**src/rtl/apc_defs.svh**
```systemverilog
`ifndef APC_DEFS_SVH
`define APC_DEFS_SVH

`define APC_ADDR_UPPER      8'h1C
`define APC_ADDR_LOWER      8'h1D
`define APC_RST_UPPER       8'h19
`define APC_RST_LOWER       8'h00

`define APC_BIT_RATE_LO     0
`define APC_BIT_RATE_HI     1
`define APC_BIT_THIRD_MUTE  3
`define APC_BIT_FOURTH_MUTE 4

`define APC_BIT_EN0         0
`define APC_BIT_EN1         1
`define APC_BIT_DECIM_SRC   2
`define APC_BIT_MIC_SWAP    3
`define APC_BIT_MIC_POL     4
`define APC_BIT_HP_LO       5
`define APC_BIT_HP_HI       6

`define APC_FS_96K          2'h0
`define APC_FS_192K         2'h1

`define APC_VOL_MAX_ATTEN   8'hFF
`define APC_VOL_UNITY       8'h00
`define APC_STEP_SAMPLES    16

`endif

```
**src/rtl/apc_pkg.sv**
```systemverilog
package apc_pkg;

    typedef logic [3:0][7:0] apc_vol_array_type;

    typedef struct packed {
        logic [7:0]        upper;
        logic [7:0]        lower;
        logic [7:0]        rdata;
        logic [1:0]        clk_sync;
        logic [1:0]        dat_sync;
        logic              clk_prev;
        logic              rise_bit;
        logic              fall_bit;
        logic [1:0]        mic_sign;
        logic [1:0]        decim_in;
        logic [1:0]        ch_active;
        logic [1:0]        ch_mismatch;
        apc_vol_array_type vol_applied;
    } apc_state_type;

    typedef struct packed {
        logic       sync_prev;
        logic [7:0] level;
        logic [7:0] cnt;
    } apc_ramp_state_type;

endpackage

```
**src/rtl/apc_regs.sv**
```systemverilog
`timescale 1ns/1ps
`include "apc_defs.svh"

module apc_regs
(
    input  wire logic                       CLK,
    input  wire logic                       SRST,
    input  wire logic [7:0]                 REG_ADDR,
    input  wire logic                       REG_WR,
    input  wire logic [7:0]                 REG_WDATA,
    input  wire logic                       REG_RD,
    output logic      [7:0]                 REG_RDATA,
    input  wire logic                       SAMPLE_TICK,
    input  wire logic [3:0]                 SYNC_EN,
    input  wire apc_pkg::apc_vol_array_type VOL_SET,
    input  wire logic [3:0]                 VOL_BYPASS,
    input  wire logic                       MIC_CLK,
    input  wire logic                       MIC_DATA,
    input  wire logic [1:0]                 ADC_BIT,
    output apc_pkg::apc_vol_array_type      VOL_APPLIED,
    output logic      [1:0]                 CAPTURE_RATE,
    output logic      [1:0]                 HIGHPASS_SEL,
    output logic                            DECIM_SRC_MIC,
    output logic      [1:0]                 DECIM_IN,
    output logic      [1:0]                 MIC_SIGN,
    output logic      [1:0]                 CH_ACTIVE,
    output logic      [1:0]                 CH_MISMATCH
);
    import apc_pkg::*;

    apc_state_type     state_reg;
    apc_state_type     state_next;
    apc_vol_array_type ramp_level;

    genvar ch;
    generate
        for (ch = 0; ch < 4; ch++)
        begin : g_ramp
            apc_ramp #(
                .STEP_SAMPLES (`APC_STEP_SAMPLES)
            ) u_ramp (
                .clk         (CLK),
                .srst        (SRST),
                .sample_tick (SAMPLE_TICK),
                .sync_en     (SYNC_EN[ch]),
                .target      (VOL_SET[ch]),
                .level       (ramp_level[ch])
            );
        end
    endgenerate

    function automatic logic channel_muted(input logic [7:0] upper, input int idx);
        logic m;
        m = 1'b0;
        if (idx == 2)
        begin
            m = upper[`APC_BIT_THIRD_MUTE];
        end
        else if (idx == 3)
        begin
            m = upper[`APC_BIT_FOURTH_MUTE];
        end
        return m;
    endfunction

    always_comb
    begin
        state_next = state_reg;

        // whole-byte writes keep reserved bits as written
        if (REG_WR && REG_ADDR == `APC_ADDR_UPPER)
        begin
            state_next.upper = REG_WDATA;
        end
        if (REG_WR && REG_ADDR == `APC_ADDR_LOWER)
        begin
            state_next.lower = REG_WDATA;
        end
        // read sees the value before a same-cycle write
        if (REG_RD)
        begin
            if (REG_ADDR == `APC_ADDR_UPPER)
            begin
                state_next.rdata = state_reg.upper;
            end
            else if (REG_ADDR == `APC_ADDR_LOWER)
            begin
                state_next.rdata = state_reg.lower;
            end
            else
            begin
                state_next.rdata = 8'h00;
            end
        end

        // mic pins are asynchronous; stage 0 feeds only stage 1
        state_next.clk_sync = {state_reg.clk_sync[0], MIC_CLK};
        state_next.dat_sync = {state_reg.dat_sync[0], MIC_DATA};
        state_next.clk_prev = state_reg.clk_sync[1];
        if (state_reg.clk_sync[1] && !state_reg.clk_prev)
        begin
            state_next.rise_bit = state_reg.dat_sync[1];
        end
        if (!state_reg.clk_sync[1] && state_reg.clk_prev)
        begin
            state_next.fall_bit = state_reg.dat_sync[1];
        end

        // sign bit: 1 means negative sample
        if (state_reg.lower[`APC_BIT_MIC_SWAP])
        begin
            state_next.mic_sign[0] = state_reg.fall_bit ^ state_reg.lower[`APC_BIT_MIC_POL];
            state_next.mic_sign[1] = state_reg.rise_bit ^ state_reg.lower[`APC_BIT_MIC_POL];
        end
        else
        begin
            state_next.mic_sign[0] = state_reg.rise_bit ^ state_reg.lower[`APC_BIT_MIC_POL];
            state_next.mic_sign[1] = state_reg.fall_bit ^ state_reg.lower[`APC_BIT_MIC_POL];
        end

        if (state_reg.lower[`APC_BIT_DECIM_SRC])
        begin
            state_next.decim_in = state_next.mic_sign;
        end
        else
        begin
            state_next.decim_in = ADC_BIT;
        end

        // half-enabled channels are flagged rather than silently run
        for (int i = 0; i < 2; i++)
        begin
            state_next.ch_active[i] = state_reg.lower[i] & SYNC_EN[i];
            state_next.ch_mismatch[i] = state_reg.lower[i] ^ SYNC_EN[i];
        end

        for (int i = 0; i < 4; i++)
        begin
            if (VOL_BYPASS[i])
            begin
                state_next.vol_applied[i] = `APC_VOL_UNITY;
            end
            else if (channel_muted(state_reg.upper, i))
            begin
                state_next.vol_applied[i] = `APC_VOL_MAX_ATTEN;
            end
            else
            begin
                state_next.vol_applied[i] = ramp_level[i];
            end
        end
    end

    always_ff @(posedge CLK)
    begin
        if (SRST)
        begin
            state_reg <= '{upper: `APC_RST_UPPER, lower: `APC_RST_LOWER, default: '0};
        end
        else
        begin
            state_reg <= state_next;
        end
    end

    assign REG_RDATA     = state_reg.rdata;
    assign VOL_APPLIED   = state_reg.vol_applied;
    assign CAPTURE_RATE  = state_reg.upper[`APC_BIT_RATE_HI:`APC_BIT_RATE_LO];
    assign HIGHPASS_SEL  = state_reg.lower[`APC_BIT_HP_HI:`APC_BIT_HP_LO];
    assign DECIM_SRC_MIC = state_reg.lower[`APC_BIT_DECIM_SRC];
    assign DECIM_IN      = state_reg.decim_in;
    assign MIC_SIGN      = state_reg.mic_sign;
    assign CH_ACTIVE     = state_reg.ch_active;
    assign CH_MISMATCH   = state_reg.ch_mismatch;
endmodule

```
**src/rtl/apc_ramp.sv**
```systemverilog
`timescale 1ns/1ps
`include "apc_defs.svh"

module apc_ramp
#(
    parameter int STEP_SAMPLES = `APC_STEP_SAMPLES
)
(
    input  wire logic       clk,
    input  wire logic       srst,
    input  wire logic       sample_tick,
    input  wire logic       sync_en,
    input  wire logic [7:0] target,
    output logic      [7:0] level
);
    import apc_pkg::*;

    localparam logic [7:0] LAST_CNT = 8'(STEP_SAMPLES - 1);

    apc_ramp_state_type state_reg;
    apc_ramp_state_type state_next;

    always_comb
    begin
        state_next = state_reg;
        state_next.sync_prev = sync_en;
        if (!sync_en || !state_reg.sync_prev)
        begin
            // every enable starts from full attenuation
            state_next.level = `APC_VOL_MAX_ATTEN;
            state_next.cnt = 8'h00;
        end
        else if (sample_tick)
        begin
            if (state_reg.cnt == LAST_CNT)
            begin
                state_next.cnt = 8'h00;
                // one 0.375 dB code per step toward the programmed code
                if (state_reg.level > target)
                begin
                    state_next.level = state_reg.level - 8'h01;
                end
                else if (state_reg.level < target)
                begin
                    state_next.level = state_reg.level + 8'h01;
                end
            end
            else
            begin
                state_next.cnt = state_reg.cnt + 8'h01;
            end
        end
    end

    always_ff @(posedge clk)
    begin
        if (srst)
        begin
            state_reg <= '{sync_prev: 1'b0, level: `APC_VOL_MAX_ATTEN, cnt: 8'h00};
        end
        else
        begin
            state_reg <= state_next;
        end
    end

    assign level = state_reg.level;
endmodule

```
**config.mk**
```make
export PLATFORM = sky130hd
export DESIGN_NAME = apc_regs
export DESIGN_NICKNAME = d
export VERILOG_FILES = /design/src/rtl/apc_pkg.sv /design/src/rtl/apc_regs.sv /design/src/rtl/apc_ramp.sv
export VERILOG_INCLUDE_DIRS = /design/src /design/src/rtl
export SDC_FILE = /design/constraint.sdc
export NUM_CORES = 1
export LEC_CHECK = 0
export ABC_CLOCK_PERIOD_IN_PS = 7900
export BUFFER_PORTS_ARGS = -buffer_cell sky130_fd_sc_hd__buf_2
export CAP_MARGIN = 40
export CORE_AREA = 4 4 154 97
export DETAILED_ROUTE_END_ITERATION = 7
export DIE_AREA = 0 0 158 101
export GPL_TIMING_DRIVEN = 0
export PLACE_DENSITY = 0.84
export SLEW_MARGIN = 20
export SYNTH_ARGS = -nofsm -noshare
export SYNTH_HDL_FRONTEND = slang
export SYNTH_HIERARCHICAL = 1
export SYNTH_SLANG_ARGS = --single-unit
```
**constraint.sdc**
```tcl
create_clock -name CLK -period 7.9 [get_ports CLK]
set_clock_uncertainty 0.2 [all_clocks]
set_input_delay 1.58 -clock CLK [delete_from_list [all_inputs] [get_ports CLK]]
set_output_delay 1.58 -clock CLK [all_outputs]
set_load 0.03 [all_outputs]
```
# == Word-level counts from Yosys, hierarchy flattened ==
# Cells that the tools add are included.
# classes
n_addsub,12
mul,0
n_div,0
n_lt_le_gt_ge,8
eq_ne,6
shifts,0
muxes,20
bitwise,6
n_reduce_logical,34
# ops
op,n
$mux W8,16
$add A8 B1 Y8 const B,8
$eq A8 B4 Y1 const B,4
$gt A8 B8 Y1,4
$lt A8 B8 Y1,4
$sub A8 B1 Y8 const B,4
$eq A8 B5 Y1 const B,2
$reduce_or A2 Y1,8
$reduce_and A3 Y1,4
$logic_not A1 Y1,10
$reduce_bool A2 Y1,4
$logic_and A1 B1 Y1,4
$logic_or A1 B1 Y1,4
$mux W2,2
$xor A1 B1 Y1,4
$and A1 B1 Y1,2
$mux W1,2
# totals
register_bits,139
latchBits,0
mem_bits_rw,0
rom_bits,0
output_inout_bits,53
word_cells,114
mem_count,0

# == Longest topological paths before layout ==
# Gate-level depths: netlist (run 1).
# depth
word_depth,3
depth_mapped,14
depth_no_buf,14

# == Modules after synthesis ==
# The synthesis (run 1) kept the hierarchy.
# modules_own_cells
module,instances,cells_each,area_per_inst_um2
apc_ramp,4,143,1196.1
apc_regs,1,278,2902.8

# == Worst setup path after synthesis (run 1) ==
# Ideal clock, no wire load.
# synth_timing
path_type,in2reg
start,input VOL_SET[7] in the netlist's numbering
end,"register g_ramp[0].u_ramp.state_reg, in the netlist g_ramp[0].u_ramp/level[7]"
arrival_ns,3.981
t_required_ns,7.638
setup_slack_ns,3.657
path_stages,14
cell_sequence,inv_1 ha_1 nand4_1 nor2_1 nor2_1 nor2_1 inv_1 ha_1 a21oi_1 a21oi_1 nand3b_1 a21boi_0 or4_1 nand3_1
# synth_via
elab_chain_cells,3
word_cells_on_any_way,5
cone_classes,order compare: 2; mux: 1; reduce/logical: 2
# synth_lines
item,line,source
from (decl),apc_regs.sv:15,"input wire apc_pkg::apc_vol_array_type VOL_SET,"
$lt A8 B8 Y1 or $gt A8 B8 Y1 (tied branches),"apc_ramp.sv:43, apc_ramp.sv:39",
$reduce_bool A2 Y1 (no line),-,
$reduce_and A3 Y1 (no line),-,
to (signal assigned),apc_ramp.sv:59,"state_reg <= '{sync_prev: 1'b0, level: `APC_VOL_MAX_ATTEN, cnt: 8'h00};"
to (signal assigned),apc_ramp.sv:63,state_reg <= state_next;
to (decl),apc_ramp.sv:20,apc_ramp_state_type state_reg;
# Parallel ways exist; a longest one is shown, timed or not.
# A chain may end at the register's enable or synchronous reset.

# == Worst setup path after layout (run 1) ==
# layout_timing
start,input VOL_SET[23] in the netlist's numbering
end,"register g_ramp[2].u_ramp.state_reg, in the netlist g_ramp[2].u_ramp/level[7]"
# layout_via
elab_chain_cells,3
word_cells_on_any_way,5
cone_classes,order compare: 2; mux: 1; reduce/logical: 2
# layout_lines
item,line
$lt A8 B8 Y1 or $gt A8 B8 Y1 (tied branches),"apc_ramp.sv:43, apc_ramp.sv:39"
$reduce_bool A2 Y1 (no line),-
$reduce_and A3 Y1 (no line),-
to (signal assigned),apc_ramp.sv:59
to (signal assigned),apc_ramp.sv:63
to (decl),apc_ramp.sv:20
# Parallel ways exist; a longest one is shown, timed or not.

==> results of run 1 <==
placed cells by master, fill, tap and decap left out, types with 20 or more instances in the layout:
cell type,n
inv_1,40
ha_1,62
and2_1,20
buf_4,85
nand2_1,53
xnor2_1,20
nor2_1,67
nand4_1,24
nand3_1,28
o21a_1,20
buf_2,122
mux2i_1,24
nor2b_1,26
dfxtp_1,139
nand2b_1,31
a21oi_1,44
xor2_1,26
report_power, final:
| part | leakage, nW | switching, W | internal (W) |
|---|---|---|---|
| clock | 0.296 | 0.000306 | 0.000530 |
| sequential | 1.13 | 0.00000391 | 0.000714 |
| combinational | 2.80 | 0.000105 | 0.0000809 |
kinds of logic after synthesis:
family	after synthesis	synth area share (%)
AND/OR/NAND/NOR	289	20.21
buffers and inverters	144	11.38
flip-flops	139	36.20
AO/OA/AOI/OAI	134	11.54
adder cells (fa/ha/maj)	66	11.13
XOR/XNOR	46	5.241
multiplexers	32	4.297
area by class of cell:
class	count	area (um2)	share of cell area (%)
clock inverters	14	196.4	2.156
multi-input cells	567	4030	44.23
clock buffers	18	429.2	4.710
flip-flops and latches	139	2783	30.54
plain buffers	104	724.4	7.950
repair buffers	116	580.6	6.371
well taps	175	219.0	2.403
inverters	40	150.1	1.648
worst max path at each step:
stage                           start                   endpoint  slack, ns  cells after the start
after global placement    VOL_SET[31]  g_ramp[3].u_ramp/level[7]       3.25                     15
after detailed placement  VOL_SET[15]  g_ramp[1].u_ramp/level[7]       3.11                     15
final                     VOL_SET[23]  g_ramp[2].u_ramp/level[7]       3.45                     15
after CTS                 VOL_SET[23]  g_ramp[2].u_ramp/level[7]       3.51                     15
after global routing      VOL_SET[23]  g_ramp[2].u_ramp/level[7]       3.27                     15
after floorplan            VOL_SET[7]  g_ramp[0].u_ramp/level[7]       3.66                     14
metrics by stage:
| stage | area [um2] | total power [W] | setup WS [ns] | hold slack, ns | instances |
|---|---|---|---|---|---|
| global placement | 8487 | 0.0009120 | 3.249 | 0.2511 | 1141 |
| finish | 9112 | 0.001739 | 3.454 | 0.2645 | 1173 |
| global route | 9112 | 0.001800 | 3.274 | 0.2731 | 1173 |
| detailed placement | 8487 | 0.0009172 | 3.110 | 0.2579 | 1141 |
| floorplan | 7687 | 0.0008656 | 3.657 | 0.2138 | 850 |
| CTS | 9112 | 0.001753 | 3.512 | 0.2698 | 1173 |
layer usage:
metal / up-vias / share of wire (%) / track usage, %
met5: - / 0.12 / 0
met4: 2 / 0.82 / 5.177
met3: 18 / 5.3 / 4.247
met2: 138 / 44 / 32.17
met1: 2675 / 50 / 29.09
li1: 3118 / - / -
worst max-delay path: cells and delay by family:
kind / cells / cell delay (ns)
fa+ha+maj: 2 / 0.66
compound gates: 4 / 0.63
buf+inv: 3 / 0.27
simple gates: 6 / 1.47
==> impl_metrics.ini, run 1 <==
[synthesis]
synth_cells = 850
syn_area_um2 = 7687
yosysWarnings = 6
synth-seq-area-share_pct = 36.20
post_synth_num_cell_types = 44
synth_top_area_share_pct = 36.20
synth-main-ff-cell = dfxtp_1
ys_async_sr_fraction_pct = 0
synth_nets = 981
ys_ff_latch = 139
yosysTopAreaCell = dfxtp_1
yosys-top-cells-count = 139 x dfxtp_1, 85 x buf_4, 67 x nor2_1
ys_top_cells_by_area = dfxtp_1 36%, ha_1 10%, buf_4 8.3%
synth-edff-count = 0
avgSynthCellArea_um2 = 9.044
yosysMostFrequentCell = dfxtp_1

[timing]
worst_pin_slew_ns = 0.5938
maxSlewViolCount = 0
rsz0062_at_grt = false
min_period_ns = 4.446
finalCritPeriodShare_pct = 56.28
fin_tns_setup_ns = 0
hold_viol_final = 0
relSlewSlack_pct = 60.27
setup_viol = 0
maxClockFrequency_ghz = 0.2249

[floorplanning]
initial_core_util_pct = 57.29
row_count = 33
die_h_um = 101
die_x_um = 158
io_pins = 118
dieArea_um2 = 15960
core_um2 = 13420

[power_and_ir_drop]
cellPowerDensity_nw_per_um2 = 190.8
leakage_nw = 4.234
ir_drop_v = 0.0001291

[run]
maxCapViolations = 0

[grt]
grt-ovfl-total = 0
grt_pass1_vias = 5539
grt_first_pass_wirelength_um = 26280
grt_use_total_pct = 20.52
grt_max_degree = 17
antenna_found_initial = 1

[route]
drc_errors = 0
viasPerCell = 5.073
drtAntennaViolNets = 0
drtPass1Iterations = 5
wl_um = 16390
vias = 5951
post_drt_wl_per_cell_um = 13.97
drt_iter0_drc = 226

[critical_path]
rr_endpoint = g_ramp[2].u_ramp/level[7]
crit_path_max_fanout = 6
reg2reg_depth = 14
cp_cell_sequence = buf_2 -> inv_1 -> ha_1 -> nand4_1 -> nor2_1 -> a211oi_1 -> nor2_1 -> inv_1 -> ha_1 -> a21oi_1 -> a21oi_1 -> nand3b_1 -> a21boi_0 -> or4_1 -> nand3_1
critPathKind = in -> reg
r2r-start = g_ramp[2].u_ramp/level[0]
crit_arrival_ns = 4.60
required_ns = 8.05
start_kind = primary input
r2r_setup_slack_ns = 4.33
max_stage_delay_ns = 0.42
end_kind = flip-flop
slowest_stage = or4_1

[clocking]
root_buffer = clkbuf_16
h-tree-depth = 4
clkSlewWorstSetupHoldPaths_ns = 0.06
clockBufferDepth = 2
post-cts-setup-buffers = 0
numCtsBuffers = 17
cts-hold-fix-buffers = 0
post_cts_resized = 0
cts_tree = built
worstSkewPairLatency_ns = 0.41
clock-sinks = 139

[final_layout]
final_nets = 1116
diodes = 0
syn_to_final_growth_pct = 18.54
final_util_pct = 67.91
fill_cells = 1089
drive_above_1_share_pct = 27.45
largest_register_ffs = 36

[worst_hold_path]
min_path_type = reg -> reg
holdPathStages = 1
min_from = state_next[44]
hold_end = state_reg[44]

[placement]
dp_hpwl_um = 12580
io_buffers = 116
place_congestion = 0.8690

[status]
outcome = finished clean
(Power assumes the default switching activity.)
==> run 2, diff against run 1 <==
- ABC_CLOCK_PERIOD_IN_PS: 7900 -> 3600
- CORE_AREA: 4 4 154 97 -> 4 4 162 102
- DIE_AREA: 0 0 158 101 -> 0 0 166 106
- PLACE_DENSITY: 0.84 -> 0.8
- clock period: 7.9 -> 3.6 ns (I/O delays scaled with it)
==> run 2 against run 1 <==
  * Sequential share of layout area shrank 0.16 points
  * Combinational power grew 120%
  * Die area grew 10%
  * Cell area grew 0.52%
  * Global-route usage shrank 1.9 points
  * Clock power grew 120%
  * Largest cell class unchanged
  * Largest power group unchanged
  * Highest routed layer is now met4
==> impl_metrics.ini, run 2 (synthesized netlist as in run 1, its figures left out) <==
[status]
outcome = finished clean

[final_layout]
syn_to_final_growth_pct = 19.16
layout.cells.non_filler = 1201
largest_register_ffs = 36
fill_cells = 1315
final_util_pct = 60.98
final_common_cell = dfxtp_1
fin_area_um2 = 9160
drive_above_1_share_pct = 27.86
final_nets = 1116
diodes = 0
final_cell_mix = 139 x dfxtp_1, 122 x buf_2, 85 x buf_4

[grt]
grt_busiest_layer = met1
antenna_found_initial = 0
met3_usage_pct = 3.828
grt_max_degree = 17
grt-ovfl-total = 0
grt_pass1_vias = 5656
met2_usage_pct = 27.42
grt_first_pass_wirelength_um = 27270
met1_usage_pct = 27.72
grt_use_total_pct = 18.60

[power_and_ir_drop]
p_int_w = 0.002880
p_seq_share_pct = 41.4
p_sw_share_pct = 24.37
leakage_nw = 4.232
p_clk_share_pct = 47.9
ir_drop_v = 0.0002826
combPwrFrac_pct = 10.8
cellPowerDensity_nw_per_um2 = 415.7
p_sw_w = 0.0009281

[route]
vias = 6015
drt_iter0_drc = 372
viasPerCell = 5.008
wl_um = 16350
drtAntennaViolNets = 0
drc_errors = 0
drtPass1Iterations = 5
post_drt_wl_per_cell_um = 13.61

[timing]
hold_viol_final = 0
fin_tns_setup_ns = 0
holdWs_ns = 0.2549
setup_viol = 0
maxSlewViolCount = 0
worst_pin_slew_ns = 0.5678
relSlewSlack_pct = 62.15
min_period_ns = 3.418
finalCritPeriodShare_pct = 94.93
maxClockFrequency_ghz = 0.2926

[placement]
place_congestion = 0.9139
placed_area_um2 = 8522
io_buffers = 116
dp_cells = 1169
dp_hpwl_um = 12600

[clocking]
clockBufferDepth = 2
root_buffer = clkbuf_16
worstSkewPairLatency_ns = 0.41
clock-sinks = 139
cts-hold-fix-buffers = 0
clkSlewWorstSetupHoldPaths_ns = 0.06
numCtsBuffers = 17
cts_tree = built
h-tree-depth = 4

[floorplanning]
io_pins = 118
row_count = 35
initial_core_util_pct = 51.18
dieArea_um2 = 17600
die_x_um = 166
die_h_um = 106
core_um2 = 15020

[critical_path]
crit_path_max_fanout = 6
slowest_stage = or4_1
end_kind = flip-flop
start_kind = primary input
cp_cell_sequence = buf_2 -> inv_1 -> ha_1 -> nand4_1 -> nor2_4 -> a211oi_1 -> nor2_1 -> inv_1 -> ha_1 -> a21oi_1 -> a21oi_1 -> nand3b_1 -> a21boi_0 -> or4_1 -> nand3_1
required_ns = 3.75
max_stage_delay_ns = 0.40
critPathKind = in -> reg
crit_arrival_ns = 3.57

[worst_hold_path]
min_path_type = reg -> reg

[run]
maxCapViolations = 0
-- run 2: cell types whose count changed in the layout (fill, tap and decap cells not counted), sizes merged --
cell    previous run  this run
bufinv             4         3
inv               41        44
clkinv             6         2
clkbuf            30        32
-- run 2: worst max-delay path, delay by kind of cell --
kind / cells / cell delay [ns]
buffers and inverters: 3 / 0.28
AND/OR/NAND/NOR: 6 / 1.38
AO/OA/AOI/OAI: 4 / 0.53
adder cells (fa/ha/maj): 2 / 0.67
-- run 2: area by class of cell --
type / count / area [um2] / area share (%)
Multi-Input combinational cell: 567 / 4050 / 44.22
Sequential cell: 139 / 2783 / 30.38
Buffer: 104 / 724.4 / 7.909
Timing Repair Buffer: 116 / 580.6 / 6.338
Clock buffer: 20 / 456.7 / 4.986
Tap cell: 203 / 254.0 / 2.773
Clock inverter: 12 / 161.4 / 1.762
Inverter: 40 / 150.1 / 1.639
-- run 2: what timing repair did --
item	4_1_cts	5_1_grt
setup endpoints to repair	0	4
setup buffers	0	0
resized for setup	0	6
-- run 2: per-layer routing --
metal / vias up / part of all wire (%)
met5: - / 0
met4: 0 / 0.92
met2: 151 / 42
met1: 2739 / 52
li1: 3111 / -
met3: 14 / 5.7
-- run 2: final timing paths --
path                                                 from                         to  slack [ns]  cells past startpoint
worst min-delay path                       state_next[46]             state_next[42]        0.25                      1
worst max register to register  g_ramp[0].u_ramp/level[0]  g_ramp[0].u_ramp/level[7]        0.22                     14
worst min register to register             state_next[46]             state_next[42]        0.25                      1
worst max-delay path                           VOL_SET[7]  g_ramp[0].u_ramp/level[7]        0.18                     15
-- run 2: stage by stage --
step | power [W] | worst slack (ns)
2_1_floorplan | 0.001900 | 0.2174
3_3_place_gp | 0.002006 | -0.1978
3_5_place_dp | 0.002016 | -0.2923
4_1_cts | 0.003832 | 0.1283
5_1_grt | 0.003948 | -0.02280
6_report | 0.003808 | 0.1825
-- run 2: power groups by stage --
| stage | clock network, W | registers, W | logic, W |
|---|---|---|---|
| global placement | 0 | 0.00161 | 0.000398 |
| finish | 0.00182 | 0.00157 | 0.000410 |
| floorplan | 0 | 0.00161 | 0.000293 |
| global route | 0.00191 | 0.00158 | 0.000457 |
| detailed placement | 0 | 0.00161 | 0.000407 |
| CTS | 0.00185 | 0.00157 | 0.000409 |
